$ cat src/core/hmad_pkg.sv
package hmad_pkg;

  // Window-mode field encodings
  localparam logic [1:0] MODE_OFF  = 2'b00;
  localparam logic [1:0] MODE_NEW  = 2'b01;
  localparam logic [1:0] MODE_OLD  = 2'b10;
  localparam logic [1:0] MODE_BOTH = 2'b11;

  // Field positions
  localparam int MODE_LSB        = 3;
  localparam int BASE_SEL_BIT    = 5;
  localparam int SEQ_IO_OFF_BIT  = 7;
  localparam int LOCK_VERT_BIT   = 4;
  localparam int COMPAT_OVF_BIT  = 1;
  localparam int COMPAT_DAC_BIT  = 4;
  localparam int COMPAT_ATTR_BIT = 6;
  localparam int VRE_PROT_BIT    = 7;
  localparam int VRE_REFR_BIT    = 6;
  localparam int MISC_OVR_BIT    = 2;
  localparam int EXTMODE_LO8_BIT = 2;
  localparam int EXTSYS_LO_LSB   = 4;
  localparam int LWP_BASE_LSB    = 2;

  // Status word layout
  localparam int STAT_MODE_LSB  = 0;
  localparam int STAT_BASE_BIT  = 2;
  localparam int STAT_PCI_BIT   = 3;
  localparam int STAT_IOOFF_BIT = 4;

  // Write masks for lockable bits
  localparam logic [7:0] OVF_LOCK_BITS = 8'had;
  localparam logic [7:0] OVF_VRE_PROT  = 8'hef;
  localparam logic [7:0] OVF_UNPROT    = 8'h42;
  localparam logic [7:0] VRE_LOCK_BITS = 8'h0f;
  localparam logic [7:0] MSL_LOCK_BITS = 8'h20;

  // Window geometry
  localparam logic [15:0] LEGACY_LO_PAGE = 16'h000a;
  localparam logic [16:0] LEGACY_HI_PAGE = 17'h00017;
  localparam logic [24:0] GROUP_OFS      = 25'h1000000;
  localparam logic [24:0] VGA_PORT_OFS   = 25'h1008300;
  localparam int          WIN_LSB        = 26;
  localparam int          ENDIAN_BIT     = 25;
  localparam logic [7:0]  IO_PORT_HI     = 8'h03;

  // Legacy display ports, low byte
  localparam logic [7:0] PORT_ATTR_IDX = 8'hc0;
  localparam logic [7:0] PORT_ATTR_DAT = 8'hc1;
  localparam logic [7:0] PORT_SEQ_IDX  = 8'hc4;
  localparam logic [7:0] PORT_SEQ_DAT  = 8'hc5;
  localparam logic [7:0] PORT_DAC_LO   = 8'hc6;
  localparam logic [7:0] PORT_DAC_HI   = 8'hc9;
  localparam logic [7:0] PORT_CRT_IDX  = 8'hd4;
  localparam logic [7:0] PORT_CRT_DAT  = 8'hd5;
  localparam logic [7:0] SEQ_IO_IDX    = 8'h09;

  // Register groups of the relocatable map
  typedef enum logic [4:0] {
    RG_LFB, RG_IMAGE, RG_BUSCFG, RG_OVERLAY, RG_MEMPORT, RG_VGA3B,
    RG_VGA3C, RG_VGA3D, RG_SUBSTAT, RG_ADVFC, RG_DMA, RG_PATTERN,
    RG_BLT, RG_LINE2D, RG_POLY2D, RG_LINE3D, RG_TRI3D, RG_LPB,
    RG_RESERVED
  } hmad_region_t;

  localparam int NUM_REGIONS = 18;
  localparam logic [24:0] REGION_LO [NUM_REGIONS] = '{
    25'h0000000, 25'h1000000, 25'h1008000, 25'h1008180, 25'h1008200,
    25'h10083b0, 25'h10083c0, 25'h10083d0, 25'h1008504, 25'h100850c,
    25'h1008580, 25'h100a000, 25'h100a400, 25'h100a800, 25'h100ac00,
    25'h100b000, 25'h100b400, 25'h100ff00};
  localparam logic [24:0] REGION_HI [NUM_REGIONS] = '{
    25'h0ffffff, 25'h1007fff, 25'h1008043, 25'h10081ff, 25'h1008224,
    25'h10083bf, 25'h10083cf, 25'h10083df, 25'h1008507, 25'h100850f,
    25'h10085ff, 25'h100a1ff, 25'h100a5ff, 25'h100a9ff, 25'h100adff,
    25'h100b1ff, 25'h100b5ff, 25'h100ff5f};

  // Display-controller registers held here: slot and index
  localparam int NUM_CR    = 17;
  localparam int S_MMIO    = 0;
  localparam int S_LWP_HI  = 1;
  localparam int S_LWP_LO  = 2;
  localparam int S_LOCK    = 3;
  localparam int S_COMPAT  = 4;
  localparam int S_VOVF    = 5;
  localparam int S_OVF     = 6;
  localparam int S_MISC    = 7;
  localparam int S_VRS     = 8;
  localparam int S_VRE     = 9;
  localparam int S_VDE     = 10;
  localparam int S_LOFS    = 11;
  localparam int S_VBS     = 12;
  localparam int S_LCMP    = 13;
  localparam int S_EXTMODE = 14;
  localparam int S_EXTSYS  = 15;
  localparam int S_MAXSCAN = 16;
  localparam logic [7:0] CR_IDX [NUM_CR] = '{
    8'h53, 8'h59, 8'h5a, 8'h35, 8'h33, 8'h5e, 8'h07, 8'h3a, 8'h10,
    8'h11, 8'h12, 8'h13, 8'h15, 8'h18, 8'h43, 8'h51, 8'h09};
  localparam logic [7:0] CR_RESET = 8'h00;

  typedef struct packed {
    logic        valid;
    logic        is_io;
    logic        write;
    logic [31:0] addr;
    logic [31:0] wdata;
  } hmad_req_t;

  typedef struct packed {
    logic        ack;
    logic        claimed;
    logic        refused;
    logic [31:0] rdata;
  } hmad_rsp_t;

  typedef struct packed {
    logic         valid;
    logic         write;
    logic         image;
    logic         big_endian;
    hmad_region_t region;
    logic [24:0]  offset;
    logic [31:0]  wdata;
  } hmad_dn_t;

  typedef struct packed {
    logic [10:0] vretrace_start;
    logic [10:0] display_end;
    logic [10:0] vblank_start;
    logic [10:0] line_compare;
    logic [9:0]  line_offset;
    logic [1:0]  refresh_sel;
    logic        attr_access_en;
    logic        dac_write_en;
    logic [1:0]  mmio_mode;
  } hmad_timing_t;

endpackage : hmad_pkg

$ cat src/core/hmad_decoder.sv
`timescale 1ns/1ps
`default_nettype none
// Summary of operation
// - Mode 10b legacy only; 11b both windows
// - Base select: A0000H when clear, B8000H set
// - Legacy window reuses relocatable group offsets
// - Lower legacy 32K range takes image writes
// - Upper legacy position: no image transfers
// - Sequencer bit 7 refuses port I/O while a window is on
// - Relocatable 64M window at programmable base
// - Lower half little, upper half big endian
// - Mode 01b decodes relocatable window only
// - Reset mode 01b PCI, 00b otherwise
// - Frame buffer 16M, image port at 1000000
// - Bus config, overlay, memory, display groups
// - Status, function control, DMA, peripheral bus
// - Drawing engine groups at fixed bases
// - Gaps between groups are reserved
// - Big endian adds 2 to top digit
// - Retrace start extension bits, lock blocks writes
// - Retrace end lock, refresh override, unprotect
// - Bit 10 of four values; blank lockable
// - Line offset old and new extensions
// - Palette and DAC access gates
module hmad_decoder
  import hmad_pkg::*;
(
  input  wire logic         sys_clk,
  input  wire logic         rst_n,
  input  wire logic         pci_config,
  input  wire logic [5:0]   pci_base_hi,
  input  var  hmad_req_t    req,
  output var  hmad_rsp_t    rsp,
  output var  hmad_dn_t     dn,
  output var  hmad_timing_t timing
);

  logic [7:0]   cr_reg [NUM_CR];
  logic [7:0]   cr_next [NUM_CR];
  logic [7:0]   crt_idx_reg;
  logic [7:0]   crt_idx_next;
  logic [7:0]   seq_idx_reg;
  logic [7:0]   seq_idx_next;
  logic [7:0]   seq_io_reg;
  logic [7:0]   seq_io_next;
  logic [31:0]  advfc_reg;
  logic [31:0]  advfc_next;
  logic         strap_done_reg;
  logic         pci_cfg_reg;
  logic         pci_cfg_next;
  hmad_rsp_t    rsp_reg;
  hmad_rsp_t    rsp_next;
  hmad_dn_t     dn_reg;
  hmad_dn_t     dn_next;
  hmad_timing_t timing_reg;
  hmad_timing_t timing_next;

  logic [1:0]   mode;
  logic         old_en;
  logic         new_en;
  logic         base_hi;
  logic [5:0]   rel_base;
  logic         leg_hit;
  logic         rel_hit;
  logic         io_hit;
  logic         io_off;
  logic [24:0]  ofs;
  hmad_region_t region;
  logic [7:0]   port;
  logic [4:0]   slot;
  logic [31:0]  status;

  function automatic logic [4:0] cr_slot(input logic [7:0] idx);
    logic [4:0] s;
    s = 5'(NUM_CR);
    for (int i = 0; i < NUM_CR; i++) begin
      if (CR_IDX[i] == idx) s = 5'(i);
    end
    return s;
  endfunction : cr_slot

  function automatic logic [7:0] wr_mask(input logic [4:0] s,
                                          input logic       lock,
                                          input logic       vre_prot,
                                          input logic       unprot);
    logic [7:0] m;
    m = 8'hff;
    if (s == 5'(S_VRS) && lock) m = 8'h00;
    if (s == 5'(S_VBS) && lock) m = 8'h00;
    if (s == 5'(S_VRE) && lock) m = ~VRE_LOCK_BITS;
    if (s == 5'(S_MAXSCAN) && lock) m = ~MSL_LOCK_BITS;
    if (s == 5'(S_OVF)) begin
      if (lock) m = m & ~OVF_LOCK_BITS;
      if (vre_prot) begin
        // Old protect covers all but bit 4; the unprotect bit frees 1 and 6
        m = m & ~(unprot ? (OVF_VRE_PROT & ~OVF_UNPROT)
                         : OVF_VRE_PROT);
      end
    end
    return m;
  endfunction : wr_mask

  hmad_region_map u_map (
    .offset (ofs),
    .region (region)
  );

  // Window decode
  always_comb begin
    mode     = cr_reg[S_MMIO][MODE_LSB +: 2];
    old_en   = (mode == MODE_OLD) || (mode == MODE_BOTH);
    new_en   = (mode == MODE_NEW) || (mode == MODE_BOTH);
    base_hi  = cr_reg[S_MMIO][BASE_SEL_BIT];
    rel_base = pci_cfg_reg ? pci_base_hi
                           : cr_reg[S_LWP_HI][LWP_BASE_LSB +: 6];
    leg_hit  = old_en && !req.is_io &&
               (base_hi ? (req.addr[31:15] == LEGACY_HI_PAGE)
                        : (req.addr[31:16] == LEGACY_LO_PAGE));
    rel_hit  = new_en && !req.is_io &&
               (req.addr[31:WIN_LSB] == rel_base);
    io_hit   = req.is_io && (req.addr[15:8] == IO_PORT_HI) &&
               (req.addr[7:4] >= 4'hb) && (req.addr[7:4] <= 4'hd);
    // Port I/O refused only while some memory window is on
    io_off   = (mode != MODE_OFF) && seq_io_reg[SEQ_IO_OFF_BIT];
    // Legacy wins if both windows cover the same address
    if (leg_hit) begin
      // Upper position only reaches offsets 8000-FFFF, never the image port
      ofs = GROUP_OFS | {9'h000, req.addr[15:0]};
    end else if (rel_hit) begin
      ofs = req.addr[24:0];
    end else begin
      ofs = VGA_PORT_OFS | {17'h00000, req.addr[7:0]};
    end
    port = ofs[7:0];
    slot = cr_slot(crt_idx_reg);
    status = 32'h00000000;
    status[STAT_MODE_LSB +: 2] = mode;
    status[STAT_BASE_BIT]      = base_hi;
    status[STAT_PCI_BIT]       = pci_cfg_reg;
    status[STAT_IOOFF_BIT]     = seq_io_reg[SEQ_IO_OFF_BIT];
  end

  // Register accesses and downstream forwarding
  always_comb begin
    logic claim;
    logic internal;
    logic blocked;
    logic [7:0] m;
    claim        = 1'b0;
    internal     = 1'b0;
    blocked      = 1'b0;
    m            = 8'h00;
    cr_next      = cr_reg;
    crt_idx_next = crt_idx_reg;
    seq_idx_next = seq_idx_reg;
    seq_io_next  = seq_io_reg;
    advfc_next   = advfc_reg;
    pci_cfg_next = pci_cfg_reg;
    rsp_next     = '0;
    dn_next      = '0;
    dn_next.region = RG_RESERVED;

    if (req.valid) begin
      claim = leg_hit || rel_hit || io_hit;
      rsp_next.ack     = 1'b1;
      rsp_next.claimed = claim;
      if (io_hit && io_off) begin
        blocked = 1'b1;
      end
      if (claim && !blocked) begin
        unique case (region)
          RG_VGA3B, RG_VGA3C, RG_VGA3D: begin
            if (port == PORT_CRT_IDX) begin
              internal = 1'b1;
              rsp_next.rdata[7:0] = crt_idx_reg;
              if (req.write) crt_idx_next = req.wdata[7:0];
            end else if (port == PORT_CRT_DAT && slot != 5'(NUM_CR)) begin
              internal = 1'b1;
              rsp_next.rdata[7:0] = cr_reg[slot];
              m = wr_mask(slot, cr_reg[S_LOCK][LOCK_VERT_BIT],
                          cr_reg[S_VRE][VRE_PROT_BIT],
                          cr_reg[S_COMPAT][COMPAT_OVF_BIT]);
              if (req.write) begin
                cr_next[slot] = (cr_reg[slot] & ~m) | (req.wdata[7:0] & m);
              end
            end else if (port == PORT_SEQ_IDX) begin
              internal = 1'b1;
              rsp_next.rdata[7:0] = seq_idx_reg;
              if (req.write) seq_idx_next = req.wdata[7:0];
            end else if (port == PORT_SEQ_DAT && seq_idx_reg == SEQ_IO_IDX) begin
              internal = 1'b1;
              rsp_next.rdata[7:0] = seq_io_reg;
              if (req.write) seq_io_next = req.wdata[7:0];
            end else if ((port == PORT_ATTR_IDX || port == PORT_ATTR_DAT) &&
                         cr_reg[S_COMPAT][COMPAT_ATTR_BIT]) begin
              blocked = 1'b1;
            end else if (req.write && port >= PORT_DAC_LO &&
                         port <= PORT_DAC_HI &&
                         cr_reg[S_COMPAT][COMPAT_DAC_BIT]) begin
              blocked = 1'b1;
            end
          end
          RG_SUBSTAT: begin
            internal = 1'b1;
            rsp_next.rdata = status;
          end
          RG_ADVFC: begin
            internal = 1'b1;
            rsp_next.rdata = advfc_reg;
            if (req.write) advfc_next = req.wdata;
          end
          RG_RESERVED: begin
            internal = 1'b1;
          end
          RG_LFB, RG_IMAGE, RG_BUSCFG, RG_OVERLAY, RG_MEMPORT, RG_DMA,
          RG_PATTERN, RG_BLT, RG_LINE2D, RG_POLY2D, RG_LINE3D, RG_TRI3D,
          RG_LPB: begin
            internal = 1'b0;
          end
        endcase
      end
      rsp_next.refused = blocked;
      if (claim && !blocked && !internal) begin
        dn_next.valid      = 1'b1;
        dn_next.write      = req.write;
        // Any write to an address in the image port is accepted as pixel data
        dn_next.image      = req.write && (region == RG_IMAGE);
        dn_next.big_endian = rel_hit && !leg_hit &&
                             req.addr[ENDIAN_BIT];
        dn_next.region     = region;
        dn_next.offset     = ofs;
        dn_next.wdata      = req.wdata;
      end
    end

    // Strap is sampled once, on the first edge after reset release
    if (!strap_done_reg) begin
      pci_cfg_next = pci_config;
      cr_next[S_MMIO][MODE_LSB +: 2] = pci_config ? MODE_NEW
                                                  : MODE_OFF;
    end
  end

  // Derived display timing values
  always_comb begin
    timing_next.vretrace_start = {cr_reg[S_VOVF][4], cr_reg[S_OVF][7],
                                  cr_reg[S_OVF][2], cr_reg[S_VRS]};
    timing_next.display_end    = {cr_reg[S_VOVF][1], cr_reg[S_OVF][6],
                                  cr_reg[S_OVF][1], cr_reg[S_VDE]};
    timing_next.vblank_start   = {cr_reg[S_VOVF][2], cr_reg[S_MAXSCAN][5],
                                  cr_reg[S_OVF][3], cr_reg[S_VBS]};
    timing_next.line_compare   = {cr_reg[S_VOVF][6], cr_reg[S_MAXSCAN][6],
                                  cr_reg[S_OVF][4], cr_reg[S_LCMP]};
    // New extension bits take precedence once software sets them
    if (cr_reg[S_EXTSYS][EXTSYS_LO_LSB +: 2] != 2'b00) begin
      timing_next.line_offset = {cr_reg[S_EXTSYS][EXTSYS_LO_LSB +: 2],
                                 cr_reg[S_LOFS]};
    end else begin
      timing_next.line_offset = {1'b0, cr_reg[S_EXTMODE][EXTMODE_LO8_BIT],
                                 cr_reg[S_LOFS]};
    end
    if (cr_reg[S_MISC][MISC_OVR_BIT]) begin
      timing_next.refresh_sel = cr_reg[S_MISC][1:0];
    end else begin
      timing_next.refresh_sel = {1'b0, cr_reg[S_VRE][VRE_REFR_BIT]};
    end
    timing_next.attr_access_en = !cr_reg[S_COMPAT][COMPAT_ATTR_BIT];
    timing_next.dac_write_en   = !cr_reg[S_COMPAT][COMPAT_DAC_BIT];
    timing_next.mmio_mode      = mode;
  end

  always_ff @(posedge sys_clk or negedge rst_n) begin
    if (!rst_n) begin
      for (int i = 0; i < NUM_CR; i++) begin
        cr_reg[i] <= CR_RESET;
      end
      crt_idx_reg    <= 8'h00;
      seq_idx_reg    <= 8'h00;
      seq_io_reg     <= 8'h00;
      advfc_reg      <= 32'h00000000;
      strap_done_reg <= 1'b0;
      pci_cfg_reg    <= 1'b0;
      rsp_reg        <= '0;
      dn_reg         <= '0;
      timing_reg     <= '0;
    end else begin
      cr_reg         <= cr_next;
      crt_idx_reg    <= crt_idx_next;
      seq_idx_reg    <= seq_idx_next;
      seq_io_reg     <= seq_io_next;
      advfc_reg      <= advfc_next;
      strap_done_reg <= 1'b1;
      pci_cfg_reg    <= pci_cfg_next;
      rsp_reg        <= rsp_next;
      dn_reg         <= dn_next;
      timing_reg     <= timing_next;
    end
  end

  assign rsp    = rsp_reg;
  assign dn     = dn_reg;
  assign timing = timing_reg;

endmodule : hmad_decoder
`default_nettype wire

$ cat src/core/hmad_region_map.sv
`timescale 1ns/1ps
`default_nettype none
module hmad_region_map
  import hmad_pkg::*;
(
  input  wire logic [24:0]  offset,
  output var hmad_region_t  region
);

  // Gaps between groups fall through to the reserved answer
  always_comb begin
    region = RG_RESERVED;
    for (int i = 0; i < NUM_REGIONS; i++) begin
      if (offset >= REGION_LO[i] && offset <= REGION_HI[i]) begin
        region = hmad_region_t'(i);
      end
    end
  end

endmodule : hmad_region_map
`default_nettype wire

$ cat config.mk
export PLATFORM = sky130hd
export DESIGN_NAME = hmad_decoder
export DESIGN_NICKNAME = d
export VERILOG_FILES = /design/src/core/hmad_pkg.sv /design/src/core/hmad_decoder.sv /design/src/core/hmad_region_map.sv
export SDC_FILE = /design/constraint.sdc
export NUM_CORES = 1
export LEC_CHECK = 0
export ABC_AREA = 1
export BUFFER_PORTS_ARGS = -buffer_cell sky130_fd_sc_hd__buf_2
export CAP_MARGIN = 20
export CORE_MARGIN = 1.5
export CORE_UTILIZATION = 50
export DETAILED_ROUTE_END_ITERATION = 8
export PLACE_DENSITY = 0.71
export SKIP_CTS_REPAIR_TIMING = 1
export SYNTH_ARGS = -nofsm -noshare
export SYNTH_HDL_FRONTEND = slang
export SYNTH_SLANG_ARGS = --single-unit
$ cat constraint.sdc
create_clock -name sys_clk -period 4.3 [get_ports sys_clk]
set_input_delay 0.43 -clock sys_clk [delete_from_list [all_inputs] [get_ports sys_clk]]
set_output_delay 0.43 -clock sys_clk [all_outputs]
set_load 0.01 [all_outputs]
==> flow_summary.yaml, run 1 <==
finish:
  final_common_cell: "nand2_1"
  layout_common_cells: "nand2_1, dfrtp_1, buf_2"
  fin_nets: 2304
  area_delta_synth_final_pct: 17.8
  largest_reg_flops: 135
  register_area_um2: 8880
  num_antenna_cells: 0
  drive_above_1_share_pct: 21.3
  utilization_pct: 60.0
  multi_input_area_um2: 6470
  nFillCells: 2962
power_and_ir_drop:
  power.density_nw_per_um2: 356
  p_total_w: 0.00695
  leakagePower_nw: 10.1
  ir_drop_mv: 0.317
sta:
  fin_setup_tns_ns: 0
  hold_viol: 0
  max_slew.worst_pin.slew_ns: 1.00
  setup_violations: 0
  fmax_ghz: 0.258
  min_period_ns: 3.88
  skew_ns: 0.0280
  fin_crit_sh_pct: 90.2
  grt_setup_unrepaired: "no"
  setup_ws_ns: 0.419
  drv_slew: 0
  slew_headroom_pct: 33.1
worst_setup_path:
  end_kind: "register"
  crit_buf_inv: 3
  endpoint: "cr_reg[119]$_DFFE_PN0P_"
  path_max_fanout: 16
  rr_worst_depth: 20
  slowest_delay_ns: 0.49
  arrival_ns: 4.24
  cp_top_family: "simple AND/OR/NAND/NOR gates"
  r2r_slack_ns: 0.42
  cp_slowest_cell: "dfrtp_2"
  worstPathCellList: "inv_2 -> nand2_1 -> nand3_1 -> nand3_1 -> inv_1 -> nand2_1 -> nor2_4 -> nand2_4 -> nor2_4 -> inv_2 -> nand2_2 -> nand2_2 -> a21oi_1 -> nand3_1 -> nand3_1 -> nand2_4 -> nor2_2 -> nand2_1 -> nand2_1 -> o21ai_0"
  cp-startpoint: "pci_cfg_reg$_DFFE_PN0N_"
  cp-start-kind: "register"
  r2r_start: "pci_cfg_reg$_DFFE_PN0N_"
  worst-path-stages: 20
  critPathRequiredTime_ns: 4.66
  reg2reg_to: "cr_reg[119]$_DFFE_PN0P_"
  setup.worst_path.class: "reg -> reg"
route:
  finalWirelength_um: 49500
  via_per_inst: 5.40
  wl_per_cell_um: 18.3
  drc: 0
  dr.first_iter.drc_count: 1120
  num_vias: 14600
  firstDrtPassIters: 5
  ant_nets: 0
global_route:
  grt_pass1_wl_um: 77800
  antenna_found_initial: 0
  grtUsageTotal_pct: 29.4
  first_global_vias: 14000
  gr-total-overflow: 0
  grt_max_degree: 131
clocking:
  clockRootBuffer: "clkbuf_16"
  cts_buffers: 37
  cts_tree: "done"
  clk_path_buf_depth: 3
  htree_levels: 2
  clk_pin_slew_ns: 0.06
  clk-insertion-delay-late_ns: 0.54
  clkSinkCount: 355
logic_synthesis:
  synth-seq-cells: 355
  synth_edf_count: 0
  ys_warn_count: 0
  synth_area_um2: 16600
  synth_cell_type_count: 51
  syn_inst: 1993
  synth_area_per_cell_um2: 8.31
  yosysSeqAreaShare_pct: 53.6
  async_flop_share_pct: 100
  synth_fp_nets: 2069
  yosys_most_used_dff: "dfrtp_1"
status:
  status: "complete, no violations"
floorplan:
  die_w_um: 185
  io_pins: 237
  rows: 66
  dieArea_um2: 34200
  start_util_pct: 50.9
  coreArea_um2: 32500
  die_h_um: 185
place:
  port_buffers: 236
  place_ws_ns: 0.381
  dp_hpwl_um: 36400
  gp_congestion: 0.975
hold_path:
  hold_path.class: "in -> async"
job:
  max-cap-violations: 0
[metrics by stage]
stage          hold WS (ns)  area [µm²]  std cells
4_1_cts              0.0680       19500       2698
6_report             0.0263       19500       2698
2_1_floorplan         0.134       16600       1993
3_5_place_dp          0.392       18300       2631
5_1_grt              0.0973       19500       2698
3_3_place_gp          0.393       18300       2631
[how the worst min path moves through the flow]
stage | end | depth (start not counted) | startpoint
after floorplan | advfc_reg[0]$_DFFE_PN0P_ | 0 | rst_n
after global placement | timing[36]$_DFF_PN0_ | 0 | cr_reg[5]$_DFFE_PN0P_
after detailed placement | timing[12]$_DFF_PN0_ | 0 | cr_reg[46]$_DFFE_PN0P_
after CTS | dn[65]$_DFF_PN0_ | 1 | rst_n
after global routing | rsp[34]$_DFF_PN0_ | 1 | req[66]
final | dn[65]$_DFF_PN0_ | 1 | rst_n
[worst register-to-register path, cell delays in order (launching register included)]
cell     delay (ns)
dfrtp_2        0.49
inv_2          0.18
nand2_1        0.09
nand3_1        0.10
nand3_1        0.11
inv_1          0.07
nand2_1        0.09
nor2_4         0.22
nand2_4        0.09
nor2_4         0.21
inv_2          0.19
nand2_2        0.15
nand2_2        0.13
a21oi_1        0.19
nand3_1        0.13
nand3_1        0.24
nand2_4        0.15
nor2_2         0.26
nand2_1        0.37
nand2_1        0.16
o21ai_0        0.09
[layout make-up]
class                   count  area share, %
well taps                 442           2.83
clock inverters            17           1.04
inverters                 227           4.37
repair buffers            266           7.71
clock buffers              50           5.36
multi-input cells        1341           33.2
flip-flops and latches    355           45.5
[layer usage]
layer | track usage, % | wire length [µm]
met2 | 47.7 | 23000
met3 | 4.38 | 3150
met4 | 9.53 | 1450
met5 | 0 | 0
met1 | 40.6 | 21900
[kinds of logic after synthesis]
logic type	after synthesis	share of synthesized area, %
mux	1	0.0680
compound gates	312	10.6
other cells	1	0.0226
buf+inv	297	7.40
simple gates	1027	28.3
flops	355	53.6
[cells in the mapped netlist (2+ instances only)]
master | n | share of area (%)
o211ai_1 | 8 | 0.36
nand3_1 | 131 | 4.0
buf_2 | 31 | 0.94
inv_2 | 14 | 0.32
nand3_2 | 13 | 0.79
nor2_1 | 140 | 3.2
nor4_1 | 3 | 0.11
nor2_2 | 71 | 2.7
o21ai_1 | 91 | 2.7
nand2_2 | 23 | 0.87
nand4_2 | 3 | 0.23
nand4_1 | 41 | 1.5
nor3_1 | 19 | 0.57
and2_1 | 2 | 0.076
a21oi_1 | 13 | 0.39
nand2_1 | 555 | 13
nand2_4 | 3 | 0.20
nand3b_1 | 9 | 0.41
o22ai_1 | 16 | 0.60
inv_1 | 211 | 4.8
a31oi_1 | 5 | 0.19
nor3_4 | 2 | 0.20
clkbuf_1 | 26 | 0.59
o2111ai_1 | 6 | 0.32
buf_6 | 9 | 0.61
o21ai_0 | 140 | 4.2
a22oi_1 | 20 | 0.91
nor2_4 | 8 | 0.54
buf_1 | 2 | 0.045
nor3_2 | 2 | 0.12
clkinv_1 | 2 | 0.045
dfrtp_1 | 355 | 54
[report_power, final]
group	total [W]	switching, W	internal (W)
registers	0.00335	0.00000482	0.00335
logic	0.000346	0.000266	0.0000802
clock network	0.00325	0.00134	0.00191
total	0.00695	0.00161	0.00534
No activity file was read; power rests on OpenSTA's default activity.
==> run 2, diff against run 1 <==
--- a/config.mk
+++ b/config.mk
@@ -9,9 +9,8 @@
 export BUFFER_PORTS_ARGS = -buffer_cell sky130_fd_sc_hd__buf_2
 export CAP_MARGIN = 20
 export CORE_MARGIN = 1.5
-export CORE_UTILIZATION = 50
+export CORE_UTILIZATION = 40
 export DETAILED_ROUTE_END_ITERATION = 8
-export PLACE_DENSITY = 0.71
 export SKIP_CTS_REPAIR_TIMING = 1
 export SYNTH_ARGS = -nofsm -noshare
 export SYNTH_HDL_FRONTEND = slang
==> run 2 against run 1 <==
Effect of this change:
- first-iteration DRC count rose by 5.0%
- clock power up 11%
- fmax grew 1.4%
- hold slack better by 0.074 ns
- register-to-register slack better by 0.06 ns
- combinational power barely moved
- critical endpoint is now dn[44]$_DFF_PN0_
- largest cell class unchanged
- highest routed layer unchanged
==> flow_summary.yaml, run 2 (same netlist as run 1, synthesis figures left out) <==
sta:
  skew_ns: 0.0282
  setup_violations: 0
  fmax_ghz: 0.261
  grt_setup_unrepaired: "no"
  slew_headroom_pct: 30.4
  min_period_ns: 3.83
  drv_slew: 0
  holdWs_ns: 0.101
  fin_setup_tns_ns: 0
  max_slew.worst_pin.slew_ns: 1.04
  fin_crit_sh_pct: 89.0
  hold_viol: 0
route:
  drc: 0
  firstDrtPassIters: 5
  finalWirelength_um: 51200
  dr.first_iter.drc_count: 1176
  num_vias: 14400
  ant_nets: 0
  wl_per_cell_um: 18.4
  via_per_inst: 5.18
worst_setup_path:
  critPathRequiredTime_ns: 4.74
  r2r_slack_ns: 0.47
  arrival_ns: 4.26
  cp_top_family: "simple AND/OR/NAND/NOR gates"
  cp-start-kind: "register"
  reg2reg_to: "dn[44]$_DFF_PN0_"
  setup.worst_path.class: "reg -> reg"
  crit_buf_inv: 4
  r2r_start: "pci_cfg_reg$_DFFE_PN0N_"
  end_kind: "register"
  slowest_delay_ns: 0.48
  cp_slowest_cell: "dfrtp_2"
  path_common_cell: "nand2_1"
  path_max_fanout: 30
  rr_worst_depth: 25
floorplan:
  coreArea_um2: 40800
  die_h_um: 207
  start_util_pct: 40.6
  io_pins: 237
  dieArea_um2: 42600
  die_w_um: 207
  rows: 74
finish:
  layout_common_cells: "nand2_1, dfrtp_1, buf_2"
  fin_nets: 2300
  nFillCells: 3945
  area_delta_synth_final_pct: 18.9
  drive_above_1_share_pct: 21.4
  largest_reg_flops: 135
  final_common_cell: "nand2_1"
global_route:
  first_global_vias: 14100
  grtUsageTotal_pct: 24.4
  gr-total-overflow: 0
  grt_max_degree: 113
  antenna_found_initial: 1
  grt_pass1_wl_um: 80400
status:
  status: "complete, no violations"
clocking:
  cts_buffers: 40
  clockRootBuffer: "clkbuf_16"
  clk-insertion-delay-late_ns: 0.58
  clk_pin_slew_ns: 0.06
  cts_tree: "done"
  clk_path_buf_depth: 3
  clkSinkCount: 355
  htree_levels: 2
power_and_ir_drop:
  ir_drop_mv: 0.260
  power.internal_w: 0.00556
  p_sw_w: 0.00175
  switching_share_pct: 24.0
  pwr-share-seq_pct: 45.8
  leakagePower_nw: 10.1
  p_comb_share_pct: 4.7
  power.density_nw_per_um2: 371
  p_clk_share_pct: 49.5
hold_path:
  min_to: "rsp[34]$_DFF_PN0_"
  hold_depth: 1
  hold_path.class: "in -> reg"
  hp-start: "req[66]"
place:
  dp_hpwl_um: 37400
  gp_congestion: 0.919
  port_buffers: 236
job:
  max-cap-violations: 0
-- run 2: final cells by class --
cell class / instances / area (µm²) / area share, %
Clock buffer: 49 / 1080 / 5.51
Clock inverter: 24 / 312 / 1.58
Multi-Input combinational cell: 1341 / 6480 / 32.9
Inverter: 227 / 852 / 4.33
Sequential cell: 355 / 8880 / 45.1
Antenna cell: 1 / 2.50 / 0.0127
Timing Repair Buffer: 259 / 1420 / 7.19
Tap cell: 532 / 666 / 3.38
-- run 2: worst max path at each step --
stage / end / from / cells after the start / slack (ns)
floorplan: dn[57]$_DFF_PN0_ / req[49] / 19 / 1.34
global placement: cr_reg[86]$_DFFE_PN0P_ / pci_cfg_reg$_DFFE_PN0N_ / 19 / 0.39
detailed placement: cr_reg[87]$_DFFE_PN0P_ / pci_cfg_reg$_DFFE_PN0N_ / 19 / 0.35
CTS: cr_reg[87]$_DFFE_PN0P_ / pci_cfg_reg$_DFFE_PN0N_ / 19 / 0.32
global route: cr_reg[87]$_DFFE_PN0P_ / pci_cfg_reg$_DFFE_PN0N_ / 19 / 0.01
finish: dn[44]$_DFF_PN0_ / pci_cfg_reg$_DFFE_PN0N_ / 25 / 0.47
-- run 2: metal layers --
metal | share of wire (%) | up-vias | global-route usage [%]
li1 | - | 6896 | -
met1 | 46 | 6929 | 34.3
met2 | 45 | 532 | 38.1
met3 | 6.2 | 80 | 3.66
met4 | 2.6 | 0 | 8.72
met5 | 0 | - | 0
-- run 2: per-stage QoR --
stage          std cells  setup WS, ns  cell area (µm²)  power, W  util [%]
4_1_cts             2786         0.322            19700   0.00739      48.2
2_1_floorplan       1993          1.34            16600   0.00356         -
3_5_place_dp        2713         0.346            18300   0.00376      44.8
6_report            2788         0.475            19700   0.00731      48.2
3_3_place_gp        2713         0.394            18300   0.00376      44.8
5_1_grt             2787        0.0137            19700   0.00756      48.2
-- run 2: power groups by stage --
| stage | Clock (W) | Sequential (W) | Combinational (W) |
|---|---|---|---|
| after global placement | 0 | 0.00341 | 0.000346 |
| after global routing | 0.00383 | 0.00335 | 0.000385 |
| final | 0.00362 | 0.00335 | 0.000344 |
| after CTS | 0.00369 | 0.00335 | 0.000348 |
| after floorplan | 0 | 0.00341 | 0.000144 |
| after detailed placement | 0 | 0.00341 | 0.000346 |
==> run 3, diff against run 2 <==
--- a/config.mk
+++ b/config.mk
@@ -14,4 +14,5 @@
 export SKIP_CTS_REPAIR_TIMING = 1
 export SYNTH_ARGS = -nofsm -noshare
 export SYNTH_HDL_FRONTEND = slang
+export SYNTH_HIERARCHICAL = 1
 export SYNTH_SLANG_ARGS = --single-unit
==> constraint.sdc (replaced) <==
create_clock -name sys_clk -period 3.17 [get_ports sys_clk]
set_input_delay 0.317 -clock sys_clk [delete_from_list [all_inputs] [get_ports sys_clk]]
set_output_delay 0.317 -clock sys_clk [all_outputs]
set_load 0.01 [all_outputs]
==> run 3 against run 2 <==
Effect of this change:
- the run now ends with hold timing, setup timing left
- critical endpoint is now cr_reg[108]$_DFFE_PN0P_
- critical path type unchanged
- register-to-register slack worse by 2.1 ns
- final cell count grew 11%
- count of clock-buffer cells in the layout is 7 higher
- largest power group unchanged
==> flow_summary.yaml, run 3 <==
place:
  port_buffers: 236
  placedCellCount: 2965
  dp_hpwl_um: 38300
  placed_cell_area_um2: 20000
  gp_congestion: 0.902
finish:
  register_area_um2: 8880
  fin_cells: 3094
  nFillCells: 3744
  largest_reg_flops: 135
  layout_common_cells: "nand2_1, dfrtp_1, buf_2"
  postLayoutCellArea_um2: 23200
  multi_input_area_um2: 7260
  drive_above_1_share_pct: 34.2
  fin_nets: 2608
  final_common_cell: "nand2_1"
  area_delta_synth_final_pct: 39.3
status:
  status: "finished, violations left"
  violations: "hold timing, setup timing"
logic_synthesis:
  synth_area_um2: 16600
  synth_edf_count: 0
  synth-seq-cells: 355
  yosys_most_used_dff: "dfrtp_1"
  async_flop_share_pct: 100
  synth_top_area_share_pct: 53.4
  yosysSeqAreaShare_pct: 53.4
  synth_area_leaders: "dfrtp_1, nand2_1, inv_1, nor2_1, nand3_1"
  syn_inst: 2072
  ys_warn_count: 6
  synth_commonest_cells: "nand2_1, dfrtp_1, inv_1, nor2_1, nand3_1"
  synth_fp_nets: 2148
  synth_top_cell_by_area: "dfrtp_1"
  post-synth-top-count-cell: "nand2_1"
  synth_cell_type_count: 59
  synth_area_per_cell_um2: 8.03
worst_setup_path:
  rr_worst_depth: 39
  slowest_delay_ns: 0.45
  setup.worst_path.class: "reg -> reg"
  path_common_cell: "nor2_4"
  critPathRequiredTime_ns: 3.62
  cp-start-kind: "register"
  reg2reg_to: "cr_reg[108]$_DFFE_PN0P_"
  end_kind: "register"
  r2r_start: "pci_cfg_reg$_DFFE_PN0N_"
  path_max_fanout: 7
  arrival_ns: 5.29
  cp_slowest_cell: "dfrtp_2"
  r2r_slack_ns: -1.67
power_and_ir_drop:
  power.internal_w: 0.00786
  power.density_nw_per_um2: 440
  switching_share_pct: 22.9
  pwr-share-seq_pct: 44.5
  leakagePower_nw: 12.6
  ir_drop_mv: 0.359
  p_comb_share_pct: 6.7
  p_clk_share_pct: 48.8
  p_sw_w: 0.00234
hold_path:
  hold_path.class: "in -> reg"
  hp-start: "req[19]"
  hold_depth: 3
  min_to: "dn[19]$_DFF_PN0_"
route:
  drc: 0
  num_vias: 15700
  ant_nets: 0
  via_per_inst: 5.09
  firstDrtPassIters: 5
  dr.first_iter.drc_count: 1227
  wl_per_cell_um: 18.2
  finalWirelength_um: 56400
floorplan:
  io_pins: 237
  coreArea_um2: 40900
  start_util_pct: 40.6
  die_w_um: 207
  rows: 74
  die_h_um: 207
  dieArea_um2: 42800
job:
  max-cap-violations: 0
sta:
  setup_violations: 291
  min_period_ns: 4.84
  setup_ws_ns: -1.67
  hold_viol: 4
  drv_slew: 0
  fin_crit_sh_pct: 153
  slew_headroom_pct: 39.3
  holdWs_ns: -0.00560
  skew_ns: 0.0148
  fmax_ghz: 0.207
  grt_setup_unrepaired: "yes"
  max_slew.worst_pin.slew_ns: 0.902
global_route:
  grt_pass1_wl_um: 81300
  grt_max_degree: 84
  gr-total-overflow: 0
  first_global_vias: 14700
  grtUsageTotal_pct: 24.6
  antenna_found_initial: 1
clocking:
  clk_path_buf_depth: 3
  cts_tree: "done"
  clockRootBuffer: "clkbuf_16"
  htree_levels: 2
  clk-insertion-delay-late_ns: 0.56
  clkSinkCount: 355
  clk_pin_slew_ns: 0.07
  cts_buffers: 40
run 3: how the worst max path moves through the flow:
stage	startpoint	end	slack, ns	cells after the start
after CTS	pci_cfg_reg$_DFFE_PN0N_	cr_reg[8]$_DFFE_PN0P_	-1.79	36
final	pci_cfg_reg$_DFFE_PN0N_	cr_reg[108]$_DFFE_PN0P_	-1.67	39
after floorplan	req[52]	cr_reg[97]$_DFFE_PN0P_	-1.15	37
after global routing	pci_cfg_reg$_DFFE_PN0N_	cr_reg[108]$_DFFE_PN0P_	-1.97	39
after global placement	req[52]	cr_reg[40]$_DFFE_PN0P_	-1.93	32
after detailed placement	req[50]	cr_reg[89]$_DFFE_PN0P_	-2.01	32
run 3: area by class of cell:
type	count	share of cell area, %
clock inverter	15	0.977
sequential	355	38.3
timing repair buffer	492	16.3
multi-input combinational	1361	31.3
timing repair inverter	3	0.113
tap	532	2.87
antenna	1	0.0108
clock buffer	56	5.19
inverter	279	4.85
run 3: stage by stage:
step / utilization (%) / total power (W) / setup WS (ns) / hold WS (ns) / setup TNS [ns]
final: 56.6 / 0.0102 / -1.67 / -0.00560 / -424.79
after global routing: 56.6 / 0.0105 / -1.97 / 0.00368 / -511.30
after CTS: 52.3 / 0.0102 / -1.79 / -0.220 / -447.19
after detailed placement: 48.8 / 0.00522 / -2.01 / 0.376 / -499.95
after global placement: 48.8 / 0.00522 / -1.93 / 0.366 / -486.12
after floorplan: - / 0.00483 / -1.15 / 0.0214 / -249.04
run 3: kinds of logic after synthesis:
logic type / Yosys count / synth area share, %
xor gates and xnor gates: 1 / 0.0527
muxes: 1 / 0.0602
AOI/OAI and AO/OA: 282 / 9.43
other: 1 / 0.0225
buffers and inverters: 357 / 8.73
and+or+nand+nor: 1075 / 28.3
DFF: 355 / 53.4
run 3: worst max-delay path: cells and delay by family (launching register included):
kind                   cells  cell delay (ns)
flip-flops                 1             0.45
AND/OR/NAND/NOR           30             3.14
multiplexers               1             0.21
buffers and inverters      8             0.89
run 3: routing by layer:
layer	GRT usage (%)	part of all wire, %	wire (µm)	vias to the layer above
met1	35.9	46	26000	7685
li1	-	-	-	7510
met4	6.50	2.1	1190	0
met3	2.75	4.9	2770	82
met5	0	0	0	-
met2	38.7	47	26400	459
run 3: power by group through the flow:
stage	registers, W	logic, W	clock network, W
after global placement	0.00462	0.000594	0
after floorplan	0.00463	0.000199	0
after CTS	0.00454	0.000599	0.00510
final	0.00454	0.000681	0.00498
after detailed placement	0.00463	0.000595	0
after global routing	0.00454	0.000746	0.00524
